[config.mk]
export PLATFORM = sky130hd
export DESIGN_NAME = crd_term_flat
export DESIGN_NICKNAME = d
export VERILOG_FILES = /design/src/rtl/crd_pkg.sv /design/src/rtl/crd_link_if.sv /design/src/rtl/crd_term.sv /design/src/flat_wrapper.sv
export SDC_FILE = /design/constraint.sdc
export NUM_CORES = 1
export LEC_CHECK = 0
export ABC_AREA = 1
export BUFFER_PORTS_ARGS = -buffer_cell sky130_fd_sc_hd__buf_4
export CAP_MARGIN = 20
export CORE_MARGIN = 2
export CORE_UTILIZATION = 63
export CTS_CLUSTER_SIZE = 40
export DETAILED_ROUTE_END_ITERATION = 6
export GPL_TIMING_DRIVEN = 0
export HOLD_SLACK_MARGIN = 0.02
export PLACE_DENSITY = 0.94
export REMOVE_ABC_BUFFERS = 1
export SYNTH_ARGS = -nofsm -noshare
export SYNTH_HDL_FRONTEND = slang
export SYNTH_SLANG_ARGS = --single-unit
[constraint.sdc]
create_clock -name i_clk_sys -period 7.1 [get_ports i_clk_sys]
set_input_delay 1.065 -clock i_clk_sys [delete_from_list [all_inputs] [get_ports i_clk_sys]]
set_output_delay 1.065 -clock i_clk_sys [all_outputs]
set_load 0.03 [all_outputs]
[src/rtl/crd_pkg.sv]
package crd_pkg;

	////////////////////////////////////////////////////////////////////////
	// Supply voltage classes, one bit each in the class field
	localparam logic [2:0] CLS_A      = 3'h1;
	localparam logic [2:0] CLS_B      = 3'h2;
	localparam logic [2:0] CLS_C      = 3'h4;
	localparam logic [2:0] CLS_GAP_AC = 3'h5;
	localparam logic [4:0] CLS_RFU    = 5'h18;
	localparam logic [1:0] CLK_STOP   = 2'h1;

	////////////////////////////////////////////////////////////////////////
	// Answer-to-reset byte values
	localparam logic [7:0] TS_DIRECT  = 8'h3B;
	localparam logic [7:0] TS_INVERSE = 8'h3F;
	localparam logic [7:0] ATR_T0     = 8'h97;
	localparam logic [7:0] ATR_TD1    = 8'h80;
	localparam logic [7:0] ATR_TD2    = 8'h1F;
	localparam logic [3:0] T_GLOBAL   = 4'hF;
	localparam logic [7:0] HIST_CAT   = 8'h80;
	localparam logic [7:0] TAG_CDS    = 8'h31;
	localparam logic [7:0] TAG_CAP    = 8'h73;

	////////////////////////////////////////////////////////////////////////
	// Byte positions inside the answer to reset
	localparam logic [3:0] IX_TS      = 4'h0;
	localparam logic [3:0] IX_T0      = 4'h1;
	localparam logic [3:0] IX_TA1     = 4'h2;
	localparam logic [3:0] IX_TD1     = 4'h3;
	localparam logic [3:0] IX_TD2     = 4'h4;
	localparam logic [3:0] IX_TA3     = 4'h5;
	localparam logic [3:0] IX_CAT     = 4'h6;
	localparam logic [3:0] IX_CDS_TAG = 4'h7;
	localparam logic [3:0] IX_CDS     = 4'h8;
	localparam logic [3:0] IX_CAP_TAG = 4'h9;
	localparam logic [3:0] IX_CAP0    = 4'hA;
	localparam logic [3:0] IX_CAP1    = 4'hB;
	localparam logic [3:0] IX_CAP2    = 4'hC;
	localparam logic [3:0] IX_TCK     = 4'hD;

	////////////////////////////////////////////////////////////////////////
	// Transmission factors and parameter selection
	localparam logic [7:0] FD_DEF     = 8'h11;
	localparam logic [7:0] FD_512_8   = 8'h94;
	localparam logic [7:0] FD_512_16  = 8'h95;
	localparam logic [7:0] PPSS       = 8'hFF;
	localparam logic [7:0] PPS0_T0    = 8'h10;
	localparam logic [3:0] PPS_LAST   = 4'h3;
	localparam logic [1:0] ATR_TRIES  = 2'h3;
	localparam logic [3:0] ATR_GAP    = 4'h2;

	////////////////////////////////////////////////////////////////////////
	// Timing: least times round up, longest times round down
	localparam int CLK_MHZ     = 125;
	localparam int T_RST_NS    = 1000;
	localparam int RST_CYC     = (T_RST_NS * CLK_MHZ + 999) / 1000;
	localparam int T_ATR_TO_NS = 40000;
	localparam int ATR_TO_CYC  = (T_ATR_TO_NS * CLK_MHZ) / 1000;
	localparam int T_PPS_TO_NS = 2000;
	localparam int PPS_TO_CYC  = (T_PPS_TO_NS * CLK_MHZ) / 1000;

	// Mandatory pairs always pass; others must not exceed the offer
	function automatic logic fd_in_range(input logic [7:0] req,
			input logic [7:0] offer);
		fd_in_range = (req == FD_DEF) || (req == FD_512_8) ||
			(req == FD_512_16) || ((req[7:4] == offer[7:4]) &&
			(req[3:0] != 4'h0) && (req[3:0] <= offer[3:0]));
	endfunction : fd_in_range

endpackage : crd_pkg

[src/rtl/crd_link_if.sv]
`timescale 1ns/100ps
// Contact-level link at byte granularity; character framing lies outside
interface crd_link_if;
	logic       vcc_on;
	logic [2:0] vcc_cls;
	logic       rst;
	logic       t2c_vld;
	logic [7:0] t2c_data;
	logic       c2t_vld;
	logic [7:0] c2t_data;

	modport card (
		input  vcc_on, vcc_cls, rst, t2c_vld, t2c_data,
		output c2t_vld, c2t_data
	);
	modport term (
		output vcc_on, vcc_cls, rst, t2c_vld, t2c_data,
		input  c2t_vld, c2t_data
	);
endinterface : crd_link_if

[src/rtl/crd_term.sv]
`timescale 1ns/100ps
// Terminal end: activation with class search, answer parsing,
// parameter selection and warm reset
module crd_term #(
	parameter int ATR_TO = crd_pkg::ATR_TO_CYC
) (
	input  wire logic       i_clk_sys,
	input  wire logic       i_sys_rst,
	crd_link_if.term        lnk,
	input  wire logic       i_activate,
	input  wire logic       i_deactivate,
	input  wire logic       i_warm_rst,
	input  wire logic [2:0] i_term_classes,
	input  wire logic       i_pps_en,
	input  wire logic [7:0] i_pps_fd,
	input  wire logic       i_sel_pwr_vld,
	input  wire logic       i_stat_pwr_vld,
	input  wire logic [7:0] i_pwr,
	output logic            o_ready,
	output logic            o_reject,
	output logic      [2:0] o_class,
	output logic      [2:0] o_card_classes,
	output logic      [7:0] o_fi_di,
	output logic      [7:0] o_app_pwr,
	output logic      [1:0] o_bad_cnt
);

	typedef enum logic [3:0] {
		TS_IDLE, TS_PWR, TS_RX, TS_DOWN, TS_PPS_TX, TS_PPS_RX, TS_RUN, TS_REJ
	} crd_tst_type;

	typedef struct packed {
		crd_tst_type     st;
		logic            vcc;
		logic            rst;
		logic [2:0]      cls;
		logic [2:0]      ccls;
		logic            cseen;
		logic [7:0]      fd;
		logic [7:0]      ta1;
		logic [15:0]     cnt;
		logic [1:0]      ph;
		logic [3:0]      pend;
		logic [3:0]      hist;
		logic            grp1;
		logic            t15;
		logic            tck;
		logic            err;
		logic [7:0]      acc;
		logic [1:0]      bad;
		logic [3:0]      idx;
		logic            tx_vld;
		logic [7:0]      tx_data;
		logic [3:0][7:0] pps;
		logic [7:0]      pwr;
	} crd_term_state_type;

	crd_term_state_type st;
	crd_term_state_type nx;

	// Lowest supply voltage first: C, then B, then A
	function automatic logic [2:0] cls_low(input logic [2:0] m);
		if (m[2]) cls_low = crd_pkg::CLS_C;
		else if (m[1]) cls_low = crd_pkg::CLS_B;
		else if (m[0]) cls_low = crd_pkg::CLS_A;
		else cls_low = 3'h0;
	endfunction : cls_low

	// Next higher supported class, or none
	function automatic logic [2:0] cls_next(input logic [2:0] c,
			input logic [2:0] sup);
		if (c == crd_pkg::CLS_C) cls_next = cls_low(sup & 3'h3);
		else if (c == crd_pkg::CLS_B) cls_next = sup & crd_pkg::CLS_A;
		else cls_next = 3'h0;
	endfunction : cls_next

	////////////////////////////////////////////////////////////////////////
	// Next-state logic
	always_comb begin
		logic [7:0] d;
		logic [2:0] c;
		logic [2:0] rcls;
		logic       fin;
		logic       good;
		logic       quiet;
		logic       tckb;
		logic       retry;
		d = lnk.c2t_data;
		c = 3'h0;
		rcls = 3'h0;
		fin = 1'b0;
		good = 1'b0;
		quiet = 1'b0;
		tckb = 1'b0;
		retry = 1'b0;
		nx = st;
		nx.tx_vld = 1'b0;
		nx.cnt = st.cnt + 16'h1;
		case (st.st)
			TS_IDLE: begin
				nx.cnt = 16'h0;
				if (i_activate) begin
					nx.cls = cls_low(i_term_classes);
					nx.bad = 2'h0;
					nx.fd = crd_pkg::FD_DEF;
					nx.st = (nx.cls == 3'h0) ? TS_REJ : TS_PWR;
				end
			end
			TS_PWR, TS_DOWN: begin
				if (st.cnt == 16'(crd_pkg::RST_CYC - 1)) begin
					nx.cnt = 16'h0;
					nx.st = (st.st == TS_PWR) ? TS_RX : TS_PWR;
					{nx.ph, nx.pend, nx.hist, nx.tck} = '0;
					{nx.err, nx.cseen, nx.t15, nx.acc} = '0;
					nx.ta1 = crd_pkg::FD_DEF;
				end
			end
			TS_RX: begin
				if (lnk.c2t_vld) begin
					nx.cnt = 16'h0;
					if (st.ph == 2'h0) begin
						nx.ph = 2'h1;
						nx.err = (d != crd_pkg::TS_DIRECT) &&
							(d != crd_pkg::TS_INVERSE);
					end else begin
						nx.acc = st.acc ^ d;
						if (st.ph == 2'h1) begin
							nx.ph = 2'h2;
							{nx.pend, nx.hist} = d;
							nx.grp1 = 1'b1;
						end else if (st.pend != 4'h0) begin
							if (st.pend[0] && st.grp1) nx.ta1 = d;
							if (st.pend[0] && st.t15 && !st.cseen) begin
								nx.ccls = d[2:0];
								nx.cseen = 1'b1;
							end
							if (st.pend == 4'h8) begin
								nx.pend = d[7:4];
								nx.grp1 = 1'b0;
								nx.t15 = (d[3:0] == crd_pkg::T_GLOBAL);
								if (d[3:0] != 4'h0) nx.tck = 1'b1;
							end else begin
								nx.pend = st.pend & (st.pend - 4'h1);
							end
						end else if (st.hist != 4'h0) begin
							nx.hist = st.hist - 4'h1;
						end else begin
							tckb = 1'b1;
						end
					end
					fin = tckb || (nx.ph == 2'h2 && nx.pend == 4'h0 &&
						nx.hist == 4'h0 && !nx.tck);
					good = !nx.err && (!tckb || nx.acc == 8'h00);
				end else if (st.cnt == 16'(ATR_TO - 1)) begin
					fin = 1'b1;
					quiet = (st.ph == 2'h0);
				end
			end
			TS_PPS_TX: begin
				nx.tx_vld = 1'b1;
				nx.tx_data = st.pps[st.idx[1:0]];
				nx.idx = st.idx + 4'h1;
				if (st.idx == crd_pkg::PPS_LAST) begin
					{nx.idx, nx.cnt, nx.err} = '0;
					nx.st = TS_PPS_RX;
				end
			end
			// Factors change only on a full matching echo
			TS_PPS_RX: begin
				if (lnk.c2t_vld) begin
					nx.idx = st.idx + 4'h1;
					nx.err = st.err || (d != st.pps[st.idx[1:0]]);
					if (st.idx == crd_pkg::PPS_LAST) begin
						if (!nx.err) nx.fd = st.pps[2];
						nx.st = TS_RUN;
					end
				end else if (st.cnt == 16'(crd_pkg::PPS_TO_CYC - 1)) begin
					nx.st = TS_RUN;
				end
			end
			TS_RUN: begin
				if (i_sel_pwr_vld || i_stat_pwr_vld) nx.pwr = i_pwr;
				if (i_warm_rst) begin
					nx.cnt = 16'h0;
					nx.st = TS_PWR;
				end
			end
			TS_REJ: begin
				nx.cnt = 16'h0;
			end
			default: nx.st = TS_IDLE;
		endcase

		// Outcome of one answer: go on, retry here, or move up a class
		if (fin) begin
			c = st.cseen ? (nx.ccls & crd_pkg::CLS_C | nx.ccls &
				crd_pkg::CLS_B | nx.ccls & crd_pkg::CLS_A) : crd_pkg::CLS_A;
			if (good) begin
				nx.bad = 2'h0;
				nx.ccls = c;
				if ((c & st.cls) != 3'h0) begin
					nx.idx = 4'h0;
					nx.pps[0] = crd_pkg::PPSS;
					nx.pps[1] = crd_pkg::PPS0_T0;
					nx.pps[2] = i_pps_fd;
					nx.pps[3] = crd_pkg::PPSS ^ crd_pkg::PPS0_T0 ^ i_pps_fd;
					nx.st = (i_pps_en && i_pps_fd != crd_pkg::FD_DEF &&
						crd_pkg::fd_in_range(i_pps_fd, nx.ta1)) ?
						TS_PPS_TX : TS_RUN;
				end else begin
					retry = 1'b1;
					rcls = cls_low(c & i_term_classes);
				end
			end else if (quiet) begin
				retry = 1'b1;
				rcls = cls_next(st.cls, i_term_classes);
			end else if (st.bad == crd_pkg::ATR_TRIES - 2'h1) begin
				retry = 1'b1;
				nx.bad = 2'h0;
				rcls = cls_next(st.cls, i_term_classes);
			end else begin
				retry = 1'b1;
				nx.bad = st.bad + 2'h1;
				rcls = st.cls;
			end
		end
		if (retry) begin
			nx.cls = rcls;
			nx.cnt = 16'h0;
			nx.st = (rcls == 3'h0) ? TS_REJ : TS_DOWN;
		end
		if (i_deactivate) nx.st = TS_IDLE;

		// Supply follows the next state; reset held while powering
		nx.vcc = (nx.st != TS_IDLE) && (nx.st != TS_DOWN) &&
			(nx.st != TS_REJ);
		nx.rst = (nx.st == TS_PWR) || !nx.vcc;
	end

	always_ff @(posedge i_clk_sys) begin
		if (i_sys_rst) begin
			st <= '0;
		end else begin
			st <= nx;
		end
	end

	assign lnk.vcc_on   = st.vcc;
	assign lnk.vcc_cls  = st.cls;
	assign lnk.rst      = st.rst;
	assign lnk.t2c_vld  = st.tx_vld;
	assign lnk.t2c_data = st.tx_data;
	assign o_ready        = (st.st == TS_RUN);
	assign o_reject       = (st.st == TS_REJ);
	assign o_class        = st.cls;
	assign o_card_classes = st.ccls;
	assign o_fi_di        = st.fd;
	assign o_app_pwr      = st.pwr;
	assign o_bad_cnt      = st.bad;

endmodule : crd_term

[src/flat_wrapper.sv]
// flat-port wrapper written by rule: the top's interface ports become plain ports
module crd_term_flat 
#(
	parameter int ATR_TO = crd_pkg::ATR_TO_CYC
)
  (i_clk_sys, i_sys_rst, i_activate, i_deactivate, i_warm_rst, i_term_classes, i_pps_en, i_pps_fd, i_sel_pwr_vld, i_stat_pwr_vld, i_pwr, o_ready, o_reject, o_class, o_card_classes, o_fi_di, o_app_pwr, o_bad_cnt, lnk_vcc_on, lnk_vcc_cls, lnk_rst, lnk_t2c_vld, lnk_t2c_data, lnk_c2t_vld, lnk_c2t_data);
  crd_link_if lnk_i ();
  input  wire logic i_clk_sys;
  input  wire logic i_sys_rst;
  input  wire logic i_activate;
  input  wire logic i_deactivate;
  input  wire logic i_warm_rst;
  input  wire logic [2:0] i_term_classes;
  input  wire logic i_pps_en;
  input  wire logic [7:0] i_pps_fd;
  input  wire logic i_sel_pwr_vld;
  input  wire logic i_stat_pwr_vld;
  input  wire logic [7:0] i_pwr;
  output logic o_ready;
  output logic o_reject;
  output logic      [2:0] o_class;
  output logic      [2:0] o_card_classes;
  output logic      [7:0] o_fi_di;
  output logic      [7:0] o_app_pwr;
  output logic      [1:0] o_bad_cnt;
  output wire logic [$bits(lnk_i.vcc_on)-1:0] lnk_vcc_on;
  output wire logic [$bits(lnk_i.vcc_cls)-1:0] lnk_vcc_cls;
  output wire logic [$bits(lnk_i.rst)-1:0] lnk_rst;
  output wire logic [$bits(lnk_i.t2c_vld)-1:0] lnk_t2c_vld;
  output wire logic [$bits(lnk_i.t2c_data)-1:0] lnk_t2c_data;
  input wire logic [$bits(lnk_i.c2t_vld)-1:0] lnk_c2t_vld;
  input wire logic [$bits(lnk_i.c2t_data)-1:0] lnk_c2t_data;
  assign lnk_vcc_on = lnk_i.vcc_on;
  assign lnk_vcc_cls = lnk_i.vcc_cls;
  assign lnk_rst = lnk_i.rst;
  assign lnk_t2c_vld = lnk_i.t2c_vld;
  assign lnk_t2c_data = lnk_i.t2c_data;
  assign lnk_i.c2t_vld = lnk_c2t_vld;
  assign lnk_i.c2t_data = lnk_c2t_data;
  crd_term #(.ATR_TO(ATR_TO)) u_core (.i_clk_sys(i_clk_sys), .i_sys_rst(i_sys_rst), .lnk(lnk_i), .i_activate(i_activate), .i_deactivate(i_deactivate), .i_warm_rst(i_warm_rst), .i_term_classes(i_term_classes), .i_pps_en(i_pps_en), .i_pps_fd(i_pps_fd), .i_sel_pwr_vld(i_sel_pwr_vld), .i_stat_pwr_vld(i_stat_pwr_vld), .i_pwr(i_pwr), .o_ready(o_ready), .o_reject(o_reject), .o_class(o_class), .o_card_classes(o_card_classes), .o_fi_di(o_fi_di), .o_app_pwr(o_app_pwr), .o_bad_cnt(o_bad_cnt));
endmodule
# Word-level counts from Yosys, hierarchy flattened
# Cells that the tools add are included.
dict set report totals {
  wordCells 263
  out_inout_bits 40
  inputBits 36
  register_bits 108
}
dict set report op_classes {
  n_bitwise 7
  reduce_logical 58
  eq_ne 44
  add_sub_neg 5
  n_mux 121
  n_lt_le_gt_ge 2
}
# cell n
set op_table {}
lappend op_table {{$mux W4} 25}
lappend op_table {{$mux W8} 12}
lappend op_table {{$pmux W16 S5} 1}
lappend op_table {{$mux W3} 22}
lappend op_table {{$pmux W8 S2} 3}
lappend op_table {{$mux W46} 1}
lappend op_table {{$mux W11} 4}
lappend op_table {{$mux W34} 1}
lappend op_table {{$mux W16} 2}
lappend op_table {{$mux W1} 27}
lappend op_table {{$mux W2} 13}
lappend op_table {{$pmux W4 S6} 1}
lappend op_table {{$reduce_bool A4 Y1} 6}
lappend op_table {{$pmux W10 S2} 1}
lappend op_table {{$mux W9} 2}
lappend op_table {{$add A16 B1 Y16 const B} 1}
lappend op_table {{$bmux W8 S2} 1}
lappend op_table {{$eq A16 B13 Y1 const B} 1}
lappend op_table {{$eq A16 B7 Y1 const B} 1}
lappend op_table {{$eq A16 B8 Y1 const B} 1}
lappend op_table {{$eq A4 B3 Y1 const B} 4}
lappend op_table {{$eq A8 B8 Y1 const B} 2}
lappend op_table {{$ne A8 B6 Y1 const B} 2}
lappend op_table {{$reduce_and A5 Y1} 3}
lappend op_table {{other kinds (45)} 100}

# Longest topological paths before layout
dict set report logic_depth {
  word_depth 27
  depth_mapped 29
  depth_no_buf 29
}

# Worst setup path after synthesis
# No wires, ideal clock.
dict set report synth_timing {
  kind {input port to flip-flop}
  from {in lnk_c2t_vld}
  to {reg u_core.st, in the netlist u_core.lnk.vcc_on}
  stages 24
  t_arrival_ns 3.058
  path_slack_ns 3.931
  path_buffers 0
  setup_ns 0.112
  t_required_ns 6.988
  cell_sequence {nand2_2 > nor2_2 > nand3_2 > nor2_4 > inv_2 > o21ai_0 > inv_1 > ha_1 > inv_1 > nor2_1 > o21ai_0 > nand2_1 > a21oi_1 > nand2_1 > nor2_1 > nand3_1 > nand2_1 > nand2_1 > nand2_1 > nand2_2 > nand2_2 > nand2_2 > nor2_1 > nor2_1}
}
dict set report synth_via {
  elab_chain_len 18
  elab_cells_between_ends 47
  cone_classes {order compare: 1; eq/ne: 3; mux: 30; bitwise: 4; reduce/logical: 9}
}
# element line_no
set synth_rtl {}
lappend synth_rtl {{start: declaration} flat_wrapper.sv:31} ;# input wire logic [$bits(lnk_i.c2t_vld)-1:0] lnk_c2t_vld;
lappend synth_rtl {{$mux W4} crd_term.sv:119} ;# if (lnk.c2t_vld) begin
lappend synth_rtl {{$mux W3} crd_term.sv:99} ;# case (st.st)
lappend synth_rtl {{$or A3 B1 Y3 or $or A3 B2 Y3 (tied branches)} {crd_term.sv:197, crd_term.sv:196}}
lappend synth_rtl {{$mux W3 or $or A3 B1 Y3 (tied branches)} {crd_term.sv:196, crd_term.sv:197}}
lappend synth_rtl {{$and A3 B3 Y3 or $mux W3 (tied branches)} {crd_term.sv:212, crd_term.sv:196}}
lappend synth_rtl {{$mux W1 or $and A3 B3 Y3 (tied branches)} {crd_term.sv:65, crd_term.sv:212}}
lappend synth_rtl {{$mux W2} crd_term.sv:64} ;# else if (m[1]) cls_low = crd_pkg::CLS_B;
lappend synth_rtl {{$mux W3} crd_term.sv:63} ;# if (m[2]) cls_low = crd_pkg::CLS_C;
lappend synth_rtl {{[... 2 more ...]} --}
lappend synth_rtl {{$mux W3} crd_term.sv:195} ;# if (fin) begin
lappend synth_rtl {{$logic_not A3 Y1} crd_term.sv:230} ;# nx.st = (rcls == 3'h0) ? TS_REJ : TS_DOWN;
lappend synth_rtl {{$mux W3} crd_term.sv:230}
lappend synth_rtl {{$mux W4 *} crd_term.sv:227} ;# if (retry) begin
lappend synth_rtl {{$mux W4 *} crd_term.sv:232} ;# if (i_deactivate) nx.st = TS_IDLE;
lappend synth_rtl {{$ne A4 B2 Y1 or $reduce_bool A4 Y1 (tied branches)} crd_term.sv:235} ;# nx.vcc = (nx.st != TS_IDLE) && (nx.st != TS_DOWN) &&
lappend synth_rtl {{$logic_and A1 B1 Y1} crd_term.sv:235}
lappend synth_rtl {{$logic_and A1 B1 Y1 *} crd_term.sv:235}
lappend synth_rtl {{end signal: assignment} crd_term.sv:244} ;# st <= nx;
lappend synth_rtl {{end: declaration} crd_term.sv:58} ;# crd_term_state_type st;
# Mark *: on every way between the ends. The rest lies on a longest branch, timed or not. The select of a mux whose other input is x is not followed.
# A chain may end at the register's enable or synchronous reset.

# Worst setup path in the final report
dict set report layout_timing {
  from {reg u_core.st[75] in the netlist's numbering}
  to {reg u_core.st, in the netlist u_core.lnk.vcc_on}
}
dict set report layout_via {
  elab_chain_len 21
  elab_cells_between_ends 84
  cone_classes {order compare: 1; eq/ne: 5; mux: 52; bitwise: 4; reduce/logical: 22}
}
# element line_no
set layout_rtl {}
lappend layout_rtl {{$eq A2 B1 Y1} crd_term.sv:127} ;# if (st.ph == 2'h1) begin
lappend layout_rtl {{$mux W4} crd_term.sv:127}
lappend layout_rtl {{$mux W4} crd_term.sv:121} ;# if (st.ph == 2'h0) begin
lappend layout_rtl {{$mux W4} crd_term.sv:119}
lappend layout_rtl {{$mux W3} crd_term.sv:99}
lappend layout_rtl {{$or A3 B1 Y3 or $or A3 B2 Y3 (tied branches)} {crd_term.sv:197, crd_term.sv:196}}
lappend layout_rtl {{$mux W3 or $or A3 B1 Y3 (tied branches)} {crd_term.sv:196, crd_term.sv:197}}
lappend layout_rtl {{$and A3 B3 Y3 or $mux W3 (tied branches)} {crd_term.sv:212, crd_term.sv:196}}
lappend layout_rtl {{[... 5 more ...]} --}
lappend layout_rtl {{$mux W3} crd_term.sv:195}
lappend layout_rtl {{$logic_not A3 Y1} crd_term.sv:230}
lappend layout_rtl {{$mux W3} crd_term.sv:230}
lappend layout_rtl {{$mux W4 *} crd_term.sv:227}
lappend layout_rtl {{$mux W4 *} crd_term.sv:232}
lappend layout_rtl {{$ne A4 B2 Y1 or $reduce_bool A4 Y1 (tied branches)} crd_term.sv:235}
lappend layout_rtl {{$logic_and A1 B1 Y1} crd_term.sv:235}
lappend layout_rtl {{$logic_and A1 B1 Y1 *} crd_term.sv:235}
# Marked as above.

==> impl_metrics.csv <==
group,metric,value,unit
min_path,hold-path-endpoint,"u_core.o_app_pwr[4]$_SDFFE_PP0P_",
worst_setup_path,criticalPathCategory,"reg -> reg",
worst_setup_path,cp_common_cell,"nand2_1",
timing,finalCritPeriodShare,49.9,%
clock_network,cts_setup_buffers,0,
placed_design,placed_cells,1084,
worst_setup_path,critical-path-top-delay-family,"simple AND/OR/NAND/NOR gates",
power,clockPowerShare,33.9,%
placed_design,place_hpwl,11200,um
grt,grt_max_degree,51,
min_path,hold_path.class,"reg -> reg",
routing,first_iter_violations,477,
run_status,status,"finished clean",
logic_synthesis,yosysWarnings,0,
final_layout,final_nets,1009,
worst_setup_path,cp_slowest_cell,"dfxtp_1",
logic_synthesis,ys_ff_latch,106,
final_layout,area_growth,9.30,%
floorplan,core,9730,sq um
routing,wl,15200,um
routing,num_vias,6118,
final_layout,diodes,0,
worst_setup_path,end_kind,"flop",
grt,grt_usage,28.3,%
clock_network,clock_latency,0.38,ns
power,p_switching,0.000280,W
clock_network,cts-root-buf,"clkbuf_8",
min_path,hold_depth,2,
worst_setup_path,start_kind,"flop",
logic_synthesis,synth_top_area_share,33.9,%
power,ir_drop,114,uV
min_path,hp-start,"u_core.o_app_pwr[4]$_SDFFE_PP0P_",
power,internal_power,0.000764,W
timing,worstMarginPinSlew,0.869,ns
timing,tns,0,ns
floorplan,design.die.area,10700,sq um
final_layout,final_cells,1100,
timing,skew,0.0121,ns
clock_network,cts_resized,0,
logic_synthesis,ys_top_cells_by_area,"dfxtp_1 34%, nand2_1 11%, inv_1 7.6%",
timing,period_needed,3.54,ns
timing,final_max_slew_viol_count,0,
final_layout,final_cell_mix,"184 x nand2_1, 126 x inv_1, 120 x nor2_1, 106 x dfxtp_1, 75 x buf_4",
worst_setup_path,required,7.39,ns
worst_setup_path,critPathArrivalTime,3.83,ns
power,power,0.00104,W
grt,grt_pass1_vias,5699,
worst_setup_path,r2r-end,"u_core.lnk.vcc_on$_SDFF_PP0_",
floorplan,start_util,64.3,%
placed_design,gp_congestion,0.968,
clock_network,cts_num_sinks,106,
worst_setup_path,r2r-start,"u_core.st[75]$_SDFFE_PP0P_",
routing,remaining_drc_errors,0,
clock_network,cts_tree,"built",
floorplan,fp.dieW,104,um
timing,clock.fmax,282,MHz
placed_design,io_buffers,75,
worst_setup_path,path_buf_inv,4,
worst_setup_path,rrSetupSlack,3.56,ns
flow_run,drv_cap,0,
timing,finalSetupViolations,0,
worst_setup_path,cp_slowest_stage_delay,0.35,ns
power,pwr-share-seq,57.8,%
timing,relSlewSlack,41.9,%
power,p_sw_share,26.8,%
final_layout,fillerInstances,842,
floorplan,chipHeight,104,um
clock_network,htree_levels,3,
clock_network,cts_buffer_depth,2,
final_layout,drive_gt1_share,15.0,%
grt,antenna_found_initial,0,
clock_network,clkTransAtPathRegs,0.11,ns
clock_network,cts-buffers-inserted,9,
logic_synthesis,yosysTopAreaCell,"dfxtp_1",
power,p_leak,3.08,nW
worst_setup_path,worstRegToRegCells,26,
worst_setup_path,cp_max_fo,18,
logic_synthesis,synth-seq-area-share,33.9,%
floorplan,rows,36,
grt,grt_overflow,0,
routing,drtAntennaViolNets,0,
routing,wl_per_cell,13.8,um
final_layout,mostFrequentLayoutCell,"nand2_1",
timing,rsz0062_at_grt,"no",
logic_synthesis,syn_area_per_cell,6.73,sq um
grt,grt_pass1_wl,25500,um
power,combPwrFrac,8.3,%
floorplan,io-pin-count,76,
logic_synthesis,synthDistinctLibCells,52,
routing,viasPerCell,5.56,
power,power.density,153,nW/um^2
clock_network,cts_hold_buffers,0,
logic_synthesis,synth_area,6260,sq um
routing,drtPass1Iterations,5,
timing,final_hold_viol_count,0,
logic_synthesis,syn_inst,930,
[registers in the layout (all words and copies together) (netlist names), 2 cells and up]
register and flops:
u_core.lnk.t2c_data 8, u_core.lnk.vcc_cls 3, u_core.o_app_pwr 8, u_core.o_bad_cnt 2
u_core.o_card_classes 3, u_core.o_fi_di 8, u_core.st 71
[stage by stage]
step | hold WS (ns) | setup slack (ns) | utilization [%] | cell area, sq um
after detailed placement | 0.436 | 3.33 | 68.5 | 6660
after CTS | 0.452 | 3.58 | 70.3 | 6840
after global placement | 0.433 | 3.41 | 68.2 | 6630
final | 0.449 | 3.56 | 70.3 | 6840
after global routing | 0.472 | 3.19 | 70.3 | 6840
after floorplan | 0.426 | 3.92 | - | 5900
[synthesized netlist by cell type (all sizes together)]
library cell  instances
nand2               204
inv                 135
nor2                128
dfxtp               106
nand3                70
a21oi                65
o21ai                59
buf                  44
nand4                16
nor3                 15
o22ai                13
clkbuf               11
ha                   11
xor2                  9
xnor2                 7
a211oi                5
a22oi                 5
a31oi                 4
nor4                  4
nor3b                 3
o211ai                3
clkinv                2
o2111ai               2
o31ai                 2
a311oi                1
a31o                  1
a41oi                 1
conb                  1
nand3b                1
o21a                  1
or4                   1
[cell type report]
class,instances,area (sq um),area share (%)
clock buffers,10,128,1.87
clock inverters,6,50.0,0.732
inverters,137,522,7.63
multi-input cells,632,3260,47.7
flip-flops and latches,106,2120,31.0
well taps,133,166,2.43
repair buffers,76,591,8.64
[layer usage]
metal / track usage (%) / wire length, um
met1: 36.0 / 6480
met2: 47.9 / 7140
met3: 5.85 / 1160
met4: 9.85 / 403
met5: 0 / 0
[worst max-delay path by stage]
stage                                           from                           end  depth (start not counted)
after floorplan                          lnk_c2t_vld  u_core.lnk.vcc_on$_SDFF_PP0_                         24
after global placement                   lnk_c2t_vld  u_core.lnk.vcc_on$_SDFF_PP0_                         26
after detailed placement                 lnk_c2t_vld  u_core.lnk.vcc_on$_SDFF_PP0_                         24
after CTS                 u_core.st[75]$_SDFFE_PP0P_  u_core.lnk.vcc_on$_SDFF_PP0_                         26
after global routing        u_core.st[81]$_SDFF_PP0_  u_core.lnk.vcc_on$_SDFF_PP0_                         29
final                     u_core.st[75]$_SDFFE_PP0P_  u_core.lnk.vcc_on$_SDFF_PP0_                         26
[logic make-up (layout without fill, tap and decap cells)]
logic type,after synthesis,in the layout,share of synthesized area (%)
adders and majority gates,11,11,2.20
other,1,1,0.0599
AOI/OAI and AO/OA,162,162,14.8
xor gates and xnor gates,16,16,2.24
and+or+nand+nor,442,442,32.8
DFF,106,106,33.9
buffers and inverters,192,229,14.0
[worst min-delay path, delay by kind of cell (launching register included)]
kind / cells / cell delay [ns]
DFF: 1 / 0.32
buffers and inverters: 1 / 0.05
AOI/OAI and AO/OA: 1 / 0.05
[power groups by stage]
stage | Combinational, W | Clock (W) | Sequential (W)
final | 0.0000866 | 0.000354 | 0.000603
after global routing | 0.0000947 | 0.000378 | 0.000604
after CTS | 0.0000856 | 0.000356 | 0.000603
after detailed placement | 0.0000853 | 0 | 0.000617
after global placement | 0.0000827 | 0 | 0.000617
after floorplan | 0.0000334 | 0 | 0.000624
No activity file was read; power rests on OpenSTA's default activity.
